`src/acc_pkg.sv`:
```
// constants for the two-channel comparator control block
// assumes a 32-bit axi4-lite register bus and one 40 MHz clock
package acc_pkg;
    localparam int unsigned ACC_NUM          = 2;
    localparam int unsigned ACC_ADDR_W       = 6;
    // register byte offsets (one word each)
    localparam logic [5:0]  ACC_OFF_CTRL0_C1 = 6'h00;
    localparam logic [5:0]  ACC_OFF_CTRL1_C1 = 6'h04;
    localparam logic [5:0]  ACC_OFF_CTRL0_C2 = 6'h08;
    localparam logic [5:0]  ACC_OFF_CTRL1_C2 = 6'h0C;
    localparam logic [5:0]  ACC_OFF_MIRROR   = 6'h10;
    localparam logic [5:0]  ACC_OFF_FLAGS    = 6'h14;
    // control register 0 field positions
    localparam int unsigned ACC_C0_ENABLE    = 7;
    localparam int unsigned ACC_C0_OUTPUT    = 6;
    localparam int unsigned ACC_C0_PIN_OE    = 5;
    localparam int unsigned ACC_C0_INVERT    = 4;
    localparam int unsigned ACC_C0_SPEED     = 2;
    localparam int unsigned ACC_C0_HYST      = 1;
    localparam int unsigned ACC_C0_SYNC      = 0;
    localparam logic [7:0]  ACC_C0_WMASK     = 8'hB7;
    localparam logic [7:0]  ACC_C0_RESET     = 8'h04;
    // control register 1 field positions
    localparam int unsigned ACC_C1_RISE_IE   = 7;
    localparam int unsigned ACC_C1_FALL_IE   = 6;
    localparam int unsigned ACC_C1_PSEL_LO   = 4;
    localparam int unsigned ACC_C1_NSEL_LO   = 0;
    localparam logic [7:0]  ACC_C1_WMASK     = 8'hF3;
    localparam logic [7:0]  ACC_C1_RESET     = 8'h00;
    // positive input select codes
    localparam logic [1:0]  ACC_PSEL_PIN     = 2'h0;
    localparam logic [1:0]  ACC_PSEL_DAC     = 2'h1;
    localparam logic [1:0]  ACC_PSEL_FIXED   = 2'h2;
    localparam logic [1:0]  ACC_PSEL_GROUND  = 2'h3;
    localparam logic [1:0]  ACC_RESP_OKAY    = 2'h0;
    localparam logic [1:0]  ACC_RESP_SLVERR  = 2'h2;
endpackage

```
`src/acc_top.sv`:
```
// control and output logic around two analog comparators, axi4-lite slave
// assumes raw results arrive asynchronously from the analog macro and
// the gated timer clock arrives as an ordinary asynchronous input
//
// Decided for this implementation: the AXI4-Lite slave port and the address map.
`timescale 1ns/1ps
module acc_top
    import acc_pkg::*;
(
    input  wire logic                        aclk,
    input  wire logic                        aresetn,
    input  wire logic [acc_pkg::ACC_ADDR_W-1:0] s_axi_awaddr,
    input  wire logic                        s_axi_awvalid,
    output logic                             s_axi_awready,
    input  wire logic [31:0]                 s_axi_wdata,
    input  wire logic [3:0]                  s_axi_wstrb,
    input  wire logic                        s_axi_wvalid,
    output logic                             s_axi_wready,
    output logic [1:0]                       s_axi_bresp,
    output logic                             s_axi_bvalid,
    input  wire logic                        s_axi_bready,
    input  wire logic [acc_pkg::ACC_ADDR_W-1:0] s_axi_araddr,
    input  wire logic                        s_axi_arvalid,
    output logic                             s_axi_arready,
    output logic [31:0]                      s_axi_rdata,
    output logic [1:0]                       s_axi_rresp,
    output logic                             s_axi_rvalid,
    input  wire logic                        s_axi_rready,
    input  wire logic [1:0]                  raw_result,
    input  wire logic [1:0]                  timer_clk_prescaled,
    input  wire logic [1:0]                  pin_direction,
    input  wire logic [1:0]                  port_latch,
    output logic [1:0]                       comparator_power_en,
    output logic [1:0]                       speed_power_select,
    output logic [1:0]                       hysteresis_enable,
    output logic [3:0]                       positive_input_sel_onehot,
    output logic [3:0]                       positive_input_sel_onehot_c2,
    output logic [3:0]                       negative_input_sel_onehot,
    output logic [3:0]                       negative_input_sel_onehot_c2,
    output logic [1:0]                       timer_gate_source,
    output logic [1:0]                       pwm_shutdown_source,
    output logic [1:0]                       pin_out,
    output logic [1:0]                       pin_out_en,
    output logic [1:0]                       comparator_irq_flag
);
    import acc_pkg::*;

    // one-hot route decode, zero when the comparator is off
    function automatic logic [3:0] route_sel(input logic [1:0] sel, input logic en);
        route_sel = en ? (4'h1 << sel) : 4'h0;
    endfunction

    logic [7:0] ctrl0_reg [ACC_NUM];
    logic [7:0] ctrl0_next [ACC_NUM];
    logic [7:0] ctrl1_reg [ACC_NUM];
    logic [7:0] ctrl1_next [ACC_NUM];
    logic [1:0] sync1_reg;
    logic [1:0] sync2_reg;
    logic [1:0] tclk1_reg;
    logic [1:0] tclk2_reg;
    logic [1:0] tclk3_reg;
    logic [1:0] tcap_reg;
    logic [1:0] tcap_next;
    logic [1:0] rep_reg;
    logic [1:0] rep_next;
    logic [1:0] rep_prev_reg;
    logic [1:0] flag_reg;
    logic [1:0] flag_next;
    logic [1:0] reported;
    logic [1:0] ext_result;
    logic       aw_held_reg;
    logic       aw_held_next;
    logic       w_held_reg;
    logic       w_held_next;
    logic [5:0] awaddr_reg;
    logic [5:0] awaddr_next;
    logic [31:0] wdata_reg;
    logic [31:0] wdata_next;
    logic       wstrb0_reg;
    logic       wstrb0_next;
    logic       bvalid_next;
    logic [1:0] bresp_next;
    logic       rvalid_next;
    logic [31:0] rdata_next;
    logic [1:0] rresp_next;
    logic       do_write;
    logic [1:0] flag_clear;

    // raw result and timer clock synchronisers
    always_ff @(posedge aclk)
    begin
        if (!aresetn)
        begin
            sync1_reg <= 2'h0;
            sync2_reg <= 2'h0;
            tclk1_reg <= 2'h0;
            tclk2_reg <= 2'h0;
            tclk3_reg <= 2'h0;
        end
        else
        begin
            sync1_reg <= raw_result;
            sync2_reg <= sync1_reg;
            tclk1_reg <= timer_clk_prescaled;
            tclk2_reg <= tclk1_reg;
            tclk3_reg <= tclk2_reg;
        end
    end

    // reported result, timer-synchronous capture and external result
    always_comb
    begin
        tcap_next = tcap_reg;
        for (int i = 0; i < ACC_NUM; i++)
        begin
            // disabled comparator's raw output reads as low
            reported[i] = (ctrl0_reg[i][ACC_C0_ENABLE] & sync2_reg[i])
                          ^ ctrl0_reg[i][ACC_C0_INVERT];
            rep_next[i] = reported[i];
            if (tclk3_reg[i] && !tclk2_reg[i])
                tcap_next[i] = reported[i];
            ext_result[i] = ctrl0_reg[i][ACC_C0_SYNC] ? tcap_reg[i] : reported[i];
        end
    end

    always_ff @(posedge aclk)
    begin
        if (!aresetn)
        begin
            tcap_reg     <= 2'h0;
            rep_reg      <= 2'h0;
            rep_prev_reg <= 2'h0;
        end
        else
        begin
            tcap_reg     <= tcap_next;
            rep_reg      <= rep_next;
            rep_prev_reg <= rep_reg;
        end
    end

    // control outputs toward the analog macro and neighbours
    always_comb
    begin
        for (int i = 0; i < ACC_NUM; i++)
        begin
            comparator_power_en[i] = ctrl0_reg[i][ACC_C0_ENABLE];
            speed_power_select[i]  = ctrl0_reg[i][ACC_C0_SPEED];
            hysteresis_enable[i]   = ctrl0_reg[i][ACC_C0_HYST];
            timer_gate_source[i]   = ext_result[i];
            pwm_shutdown_source[i] = rep_reg[i];
            // override latch when oe set; drive only as output, and with oe set only while enabled
            pin_out[i]    = ctrl0_reg[i][ACC_C0_PIN_OE] ? ext_result[i] : port_latch[i];
            pin_out_en[i] = !pin_direction[i]
                            && (!ctrl0_reg[i][ACC_C0_PIN_OE]
                                || ctrl0_reg[i][ACC_C0_ENABLE]);
        end
        positive_input_sel_onehot    = route_sel(ctrl1_reg[0][5:4], ctrl0_reg[0][7]);
        positive_input_sel_onehot_c2 = route_sel(ctrl1_reg[1][5:4], ctrl0_reg[1][7]);
        negative_input_sel_onehot    = route_sel(ctrl1_reg[0][1:0], ctrl0_reg[0][7]);
        negative_input_sel_onehot_c2 = route_sel(ctrl1_reg[1][1:0], ctrl0_reg[1][7]);
        comparator_irq_flag = flag_reg;
    end

    // edge detection into sticky flags; a new edge beats the clear
    always_comb
    begin
        for (int i = 0; i < ACC_NUM; i++)
        begin
            flag_next[i] = (flag_reg[i] && !flag_clear[i])
                || (rep_reg[i] && !rep_prev_reg[i] && ctrl1_reg[i][ACC_C1_RISE_IE])
                || (!rep_reg[i] && rep_prev_reg[i] && ctrl1_reg[i][ACC_C1_FALL_IE]);
        end
    end

    always_ff @(posedge aclk)
    begin
        if (!aresetn)
            flag_reg <= 2'h0;
        else
            flag_reg <= flag_next;
    end

    // axi4-lite write path: address and data taken in either order
    assign s_axi_awready = !aw_held_reg && !s_axi_bvalid;
    assign s_axi_wready  = !w_held_reg && !s_axi_bvalid;
    assign s_axi_arready = !s_axi_rvalid;

    always_comb
    begin
        aw_held_next = aw_held_reg;
        w_held_next  = w_held_reg;
        awaddr_next  = awaddr_reg;
        wdata_next   = wdata_reg;
        wstrb0_next  = wstrb0_reg;
        if (s_axi_awvalid && s_axi_awready)
        begin
            aw_held_next = 1'b1;
            awaddr_next  = s_axi_awaddr;
        end
        if (s_axi_wvalid && s_axi_wready)
        begin
            w_held_next = 1'b1;
            wdata_next  = s_axi_wdata;
            wstrb0_next = s_axi_wstrb[0];
        end
        do_write    = aw_held_reg && w_held_reg;
        bvalid_next = s_axi_bvalid;
        bresp_next  = s_axi_bresp;
        flag_clear  = 2'h0;
        for (int i = 0; i < ACC_NUM; i++)
        begin
            ctrl0_next[i] = ctrl0_reg[i];
            ctrl1_next[i] = ctrl1_reg[i];
        end
        if (do_write)
        begin
            aw_held_next = 1'b0;
            w_held_next  = 1'b0;
            bvalid_next  = 1'b1;
            bresp_next   = ACC_RESP_OKAY;
            case ({awaddr_reg[5:2], 2'h0})
                ACC_OFF_CTRL0_C1, ACC_OFF_CTRL0_C2:
                begin
                    if (wstrb0_reg)
                        ctrl0_next[awaddr_reg[3]] = wdata_reg[7:0] & ACC_C0_WMASK;
                end
                ACC_OFF_CTRL1_C1, ACC_OFF_CTRL1_C2:
                begin
                    if (wstrb0_reg)
                        ctrl1_next[awaddr_reg[3]] = wdata_reg[7:0] & ACC_C1_WMASK;
                end
                ACC_OFF_MIRROR: ; // read-only, write ignored
                ACC_OFF_FLAGS:
                begin
                    if (wstrb0_reg)
                        flag_clear = ~wdata_reg[1:0];
                end
                default: bresp_next = ACC_RESP_SLVERR;
            endcase
        end
        else if (s_axi_bvalid && s_axi_bready)
            bvalid_next = 1'b0;
    end

    // axi4-lite read path, one cycle to rvalid
    always_comb
    begin
        rvalid_next = s_axi_rvalid;
        rdata_next  = s_axi_rdata;
        rresp_next  = s_axi_rresp;
        if (s_axi_arvalid && s_axi_arready)
        begin
            rvalid_next = 1'b1;
            rresp_next  = ACC_RESP_OKAY;
            case ({s_axi_araddr[5:2], 2'h0})
                ACC_OFF_CTRL0_C1, ACC_OFF_CTRL0_C2:
                begin
                    rdata_next = {24'h00_0000, ctrl0_reg[s_axi_araddr[3]]};
                    rdata_next[ACC_C0_OUTPUT] = rep_reg[s_axi_araddr[3]];
                end
                ACC_OFF_CTRL1_C1, ACC_OFF_CTRL1_C2:
                    rdata_next = {24'h00_0000, ctrl1_reg[s_axi_araddr[3]]};
                ACC_OFF_MIRROR: rdata_next = {30'h0000_0000, rep_reg};
                ACC_OFF_FLAGS:  rdata_next = {30'h0000_0000, flag_reg};
                default:
                begin
                    rdata_next = 32'h0000_0000;
                    rresp_next = ACC_RESP_SLVERR;
                end
            endcase
        end
        else if (s_axi_rvalid && s_axi_rready)
            rvalid_next = 1'b0;
    end

    // bus and register state
    always_ff @(posedge aclk)
    begin
        if (!aresetn)
        begin
            aw_held_reg  <= 1'b0;
            w_held_reg   <= 1'b0;
            awaddr_reg   <= 6'h00;
            wdata_reg    <= 32'h0000_0000;
            wstrb0_reg   <= 1'b0;
            s_axi_bvalid <= 1'b0;
            s_axi_bresp  <= ACC_RESP_OKAY;
            s_axi_rvalid <= 1'b0;
            s_axi_rdata  <= 32'h0000_0000;
            s_axi_rresp  <= ACC_RESP_OKAY;
            for (int i = 0; i < ACC_NUM; i++)
            begin
                ctrl0_reg[i] <= ACC_C0_RESET;
                ctrl1_reg[i] <= ACC_C1_RESET;
            end
        end
        else
        begin
            aw_held_reg  <= aw_held_next;
            w_held_reg   <= w_held_next;
            awaddr_reg   <= awaddr_next;
            wdata_reg    <= wdata_next;
            wstrb0_reg   <= wstrb0_next;
            s_axi_bvalid <= bvalid_next;
            s_axi_bresp  <= bresp_next;
            s_axi_rvalid <= rvalid_next;
            s_axi_rdata  <= rdata_next;
            s_axi_rresp  <= rresp_next;
            for (int i = 0; i < ACC_NUM; i++)
            begin
                ctrl0_reg[i] <= ctrl0_next[i];
                ctrl1_reg[i] <= ctrl1_next[i];
            end
        end
    end
endmodule

```
`config.mk`:
```
export PLATFORM = sky130hd
export DESIGN_NAME = acc_top
export DESIGN_NICKNAME = d
export VERILOG_FILES = /design/src/acc_pkg.sv /design/src/acc_top.sv
export SDC_FILE = /design/constraint.sdc
export NUM_CORES = 1
export LEC_CHECK = 0
export BUFFER_PORTS_ARGS = -buffer_cell sky130_fd_sc_hd__buf_2
export CAP_MARGIN = 20
export CORE_MARGIN = 2
export CORE_UTILIZATION = 25
export DETAILED_ROUTE_END_ITERATION = 12
export MAX_ROUTING_LAYER = met4
export PLACE_DENSITY = 0.56
export SLEW_MARGIN = 0
export SYNTH_ARGS = -nofsm -noshare
export SYNTH_HDL_FRONTEND = slang
export SYNTH_SLANG_ARGS = --single-unit
```
`constraint.sdc`:
```
create_clock -name aclk -period 4.15 [get_ports aclk]
set_input_delay 0.415 -clock aclk [delete_from_list [all_inputs] [get_ports aclk]]
set_output_delay 0.415 -clock aclk [all_outputs]
set_load 0.05 [all_outputs]
```
==> results by group <==
Outcome
  – Status: finished, final reports clean

Timing
  – Max-slew headroom: about two fifths
  – Setup-failing EPs final: 0
  – Min cycle time layout: between 2 and 2.5 ns
  – Clk_skew: ~0.0073 ns
  – Final Hold Fails: 0
  – Post-route clock period utilization: 55.52%
  – RSZ-0062 raised after global routing: no
  – Fin. max-slew vios: 0
  – Total negative slack: 0 ns
  – Slew @ Worst Pin: 0.8925 ns
  – Maximum clock rate: between 400 and 500 MHz

Logic synthesis
  – Mean Syn Cell Area: just under 9 um2
  – Yosys reg bits: 67
  – Top_reg_cell synth: dfxtp_1
  – Async S/R FF share, synth: 0%
  – Netlist area before placement: just over 0.003 mm2
  – Top cells by count, synth: dfxtp_1, nand2_1, buf_4
  – Synth warn: 0
  – Post-synthesis sequential area ratio: 43.10%
  – Cell count after synthesis: 350
  – Synth area leaders: dfxtp_1, mux2i_1, buf_4
  – Most common cell in the synthesized netlist: dfxtp_1
  – Cell taking the most area after synthesis: dfxtp_1
  – Post-synth EDFFs: 0
  – Distinct cells, synth: 38
  – Synth top area share: between 40% and 50%

Cells and area
  – Reg area: between 0.001 and 0.0015 mm2
  – Multi-input gate area: 0.001510 mm2
  – Layout Nets: ~480
  – Layout fillers: ~1,300
  – Final Util: a little under a third
  – Share of layout cells above drive strength 1: approximately a quarter
  – Area Overhead vs Synth: 21.59%
  – N_diodes: 0

Flow run
  – MaxCap Viol Count: 0

Pwr
  – Power Density: about 420 mW/mm2
  – Maximum vdd drop: 0.2005 mV
  – Leak: 1.672 nW

Min path
  – Hold Crit Class: primary input to register
  – Worst hold path startpoint: timer_clk_prescaled[0]
  – Hold Path Cell Cnt: 2
  – Endpoint, Worst Hold: tclk1_reg[0]

Routing
  – Via-per-instance ratio: ~4.2
  – Initial DRC count: 84
  – Number of remaining DRC errors: 0
  – Post-route ant nets: 0
  – Pre-Repair DR Iteration Count: 5
  – Drt wl/cell: approximately 13 um
  – Via Count: roughly 2,500
  – Routed WL: about 7400 um

Critical path
  – Crit-path slowest cell: dfxtp_1
  – Reg-to-reg setup timing slack: around 2.5 ns
  – Setup CP Type: register to output pin
  – Critical Path Most Common Cell: mux2_2
  – Crit end category: output pin
  – FF-to-FF Start: aw_held_reg
  – R2R depth: 4
  – CP Cell Sequence: nand2_1 > xnor2_1 > mux2_2 > mux2_2 > buf_2
  – Worst endpoint required time: between 3 and 4 ns
  – Critical path data arrival time: roughly 1.9 ns
  – R2r endpoint: ctrl0_reg[1][2]
  – Setup crit start kind: register
  – CP max FO: 9
  – Critical path's largest stage delay: 0.52 ns

Global routing
  – First-pass GRT wire length: between 10,000 and 15,000 um
  – Largest net degree at the start of global routing: slightly below 60
  – Number of global-route vias before repair: about 2,300
  – All-Layer GR Usage: between 10% and 20%
  – Initial antenna violation count: 0
  – Total global routing overflow: 0

CTS
  – Clk pin slew, worst setup/hold paths: around 0.06 ns
  – Clk root buf: clkbuf_16
  – Worst-Skew Late Latency: between 0.3 and 0.4 ns
  – Postcts setup bufs: 0
  – CTS H-tree lvls: 3
  – Num CTS Buffers: 9
  – Clock Tree Buf Depth: 2
  – Post-cts gate resize count: 0
  – Hold-fix buffers at CTS: 0
  – TritonCTS Sinks: 67
  – CTS tree: yes

Floorplanning
  – Full die area: ~0.013 mm2
  – Core Rows: 40
  – Core region area: ~0.012 mm2
  – Starting density of the core: 25.80%
  – Width of the die: 115.6 um
  – Die Ht: roughly 120 um
  – IO Count: ~140

Place
  – Gpl congestion: between 0.7 and 0.8
  – # port buffers: 76
  – Post-DP HPWL: ~5600 um
-- cell type report --
type | instances | share of cell area (%)
inverter | 7 | 0.6944
multi-input combinational | 251 | 39.91
clock inverter | 7 | 1.984
tap | 168 | 5.556
sequential | 67 | 35.45
timing repair buffer | 78 | 10.45
clock buffer | 9 | 5.952
-- per-stage QoR --
| stage | setup slack, ns | hold slack (ns) | instances | total power [W] | area [um2] |
|---|---|---|---|---|---|
| after floorplan | 2.034 | 0.4119 | 376 | 0.0008405 | 3209 |
| after global placement | 2.189 | 0.4264 | 571 | 0.0008536 | 3483 |
| after detailed placement | 2.163 | 0.4193 | 571 | 0.0008560 | 3483 |
| after CTS | 1.811 | 0.2861 | 587 | 0.001610 | 3784 |
| after global routing | 1.732 | 0.2841 | 587 | 0.001652 | 3784 |
| final | 1.846 | 0.2942 | 587 | 0.001590 | 3784 |
-- power breakdown --
part           switching, W  internal, W
clock network      0.000282     0.000467
registers         0.0000154     0.000660
logic              0.000125    0.0000401
total              0.000423      0.00117
-- critical path, delay by kind of cell, from the launching register on --
family | cells | cell delay [ns]
simple gates | 1 | 0.11
xor+xnor | 1 | 0.17
mux | 2 | 0.55
buf+inv | 1 | 0.21
flops | 1 | 0.52
-- cell families (layout without fill, tap and decap cells) --
| family | Yosys count | count (layout) | synth area share, % |
|---|---|---|---|
| mux | 30 | 30 | 9.811 |
| simple gates | 136 | 136 | 22.88 |
| xor+xnor | 2 | 2 | 0.5630 |
| compound gates | 56 | 56 | 12.02 |
| other cells | 1 | 27 | 0.1205 |
| buf+inv | 58 | 101 | 11.50 |
| flops | 67 | 67 | 43.10 |
-- how the worst max path moves through the flow --
| stage | to | start | slack, ns |
|---|---|---|---|
| 2_1_floorplan | negative_input_sel_onehot_c2[2] | ctrl0_reg[1][7] | 2.03 |
| 3_3_place_gp | pin_out[0] | ctrl0_reg[0][7] | 2.19 |
| 3_5_place_dp | pin_out[0] | ctrl0_reg[0][7] | 2.16 |
| 4_1_cts | pin_out[0] | ctrl0_reg[0][7] | 1.81 |
| 5_1_grt | pin_out[1] | ctrl0_reg[1][7] | 1.73 |
| 6_report | pin_out[1] | ctrl0_reg[1][7] | 1.85 |
-- metal layers --
metal  track usage [%]  wire length, um  vias to the layer above
li1                  -                -                     1260
met1             13.97             3335                     1139
met4             4.337               61                        0
met3             3.086              369                        6
met5                 -                0                        -
met2             18.99             3652                       54
-- placed cells by master (no fill, tap or decap), types with 11 or more instances in the layout --
cell      Yosys  routed
a21boi_0     11      11
and2_1       15      15
buf_2         4      76
conb_1        1      27
dfxtp_1      67      67
mux2i_1      26      26
nand2_1      48      48
nand3_1      19      19
nor2_1       13      13
nor2b_1      16      16
o21ai_0      16      16
No activity file was read; power rests on OpenSTA's default activity.
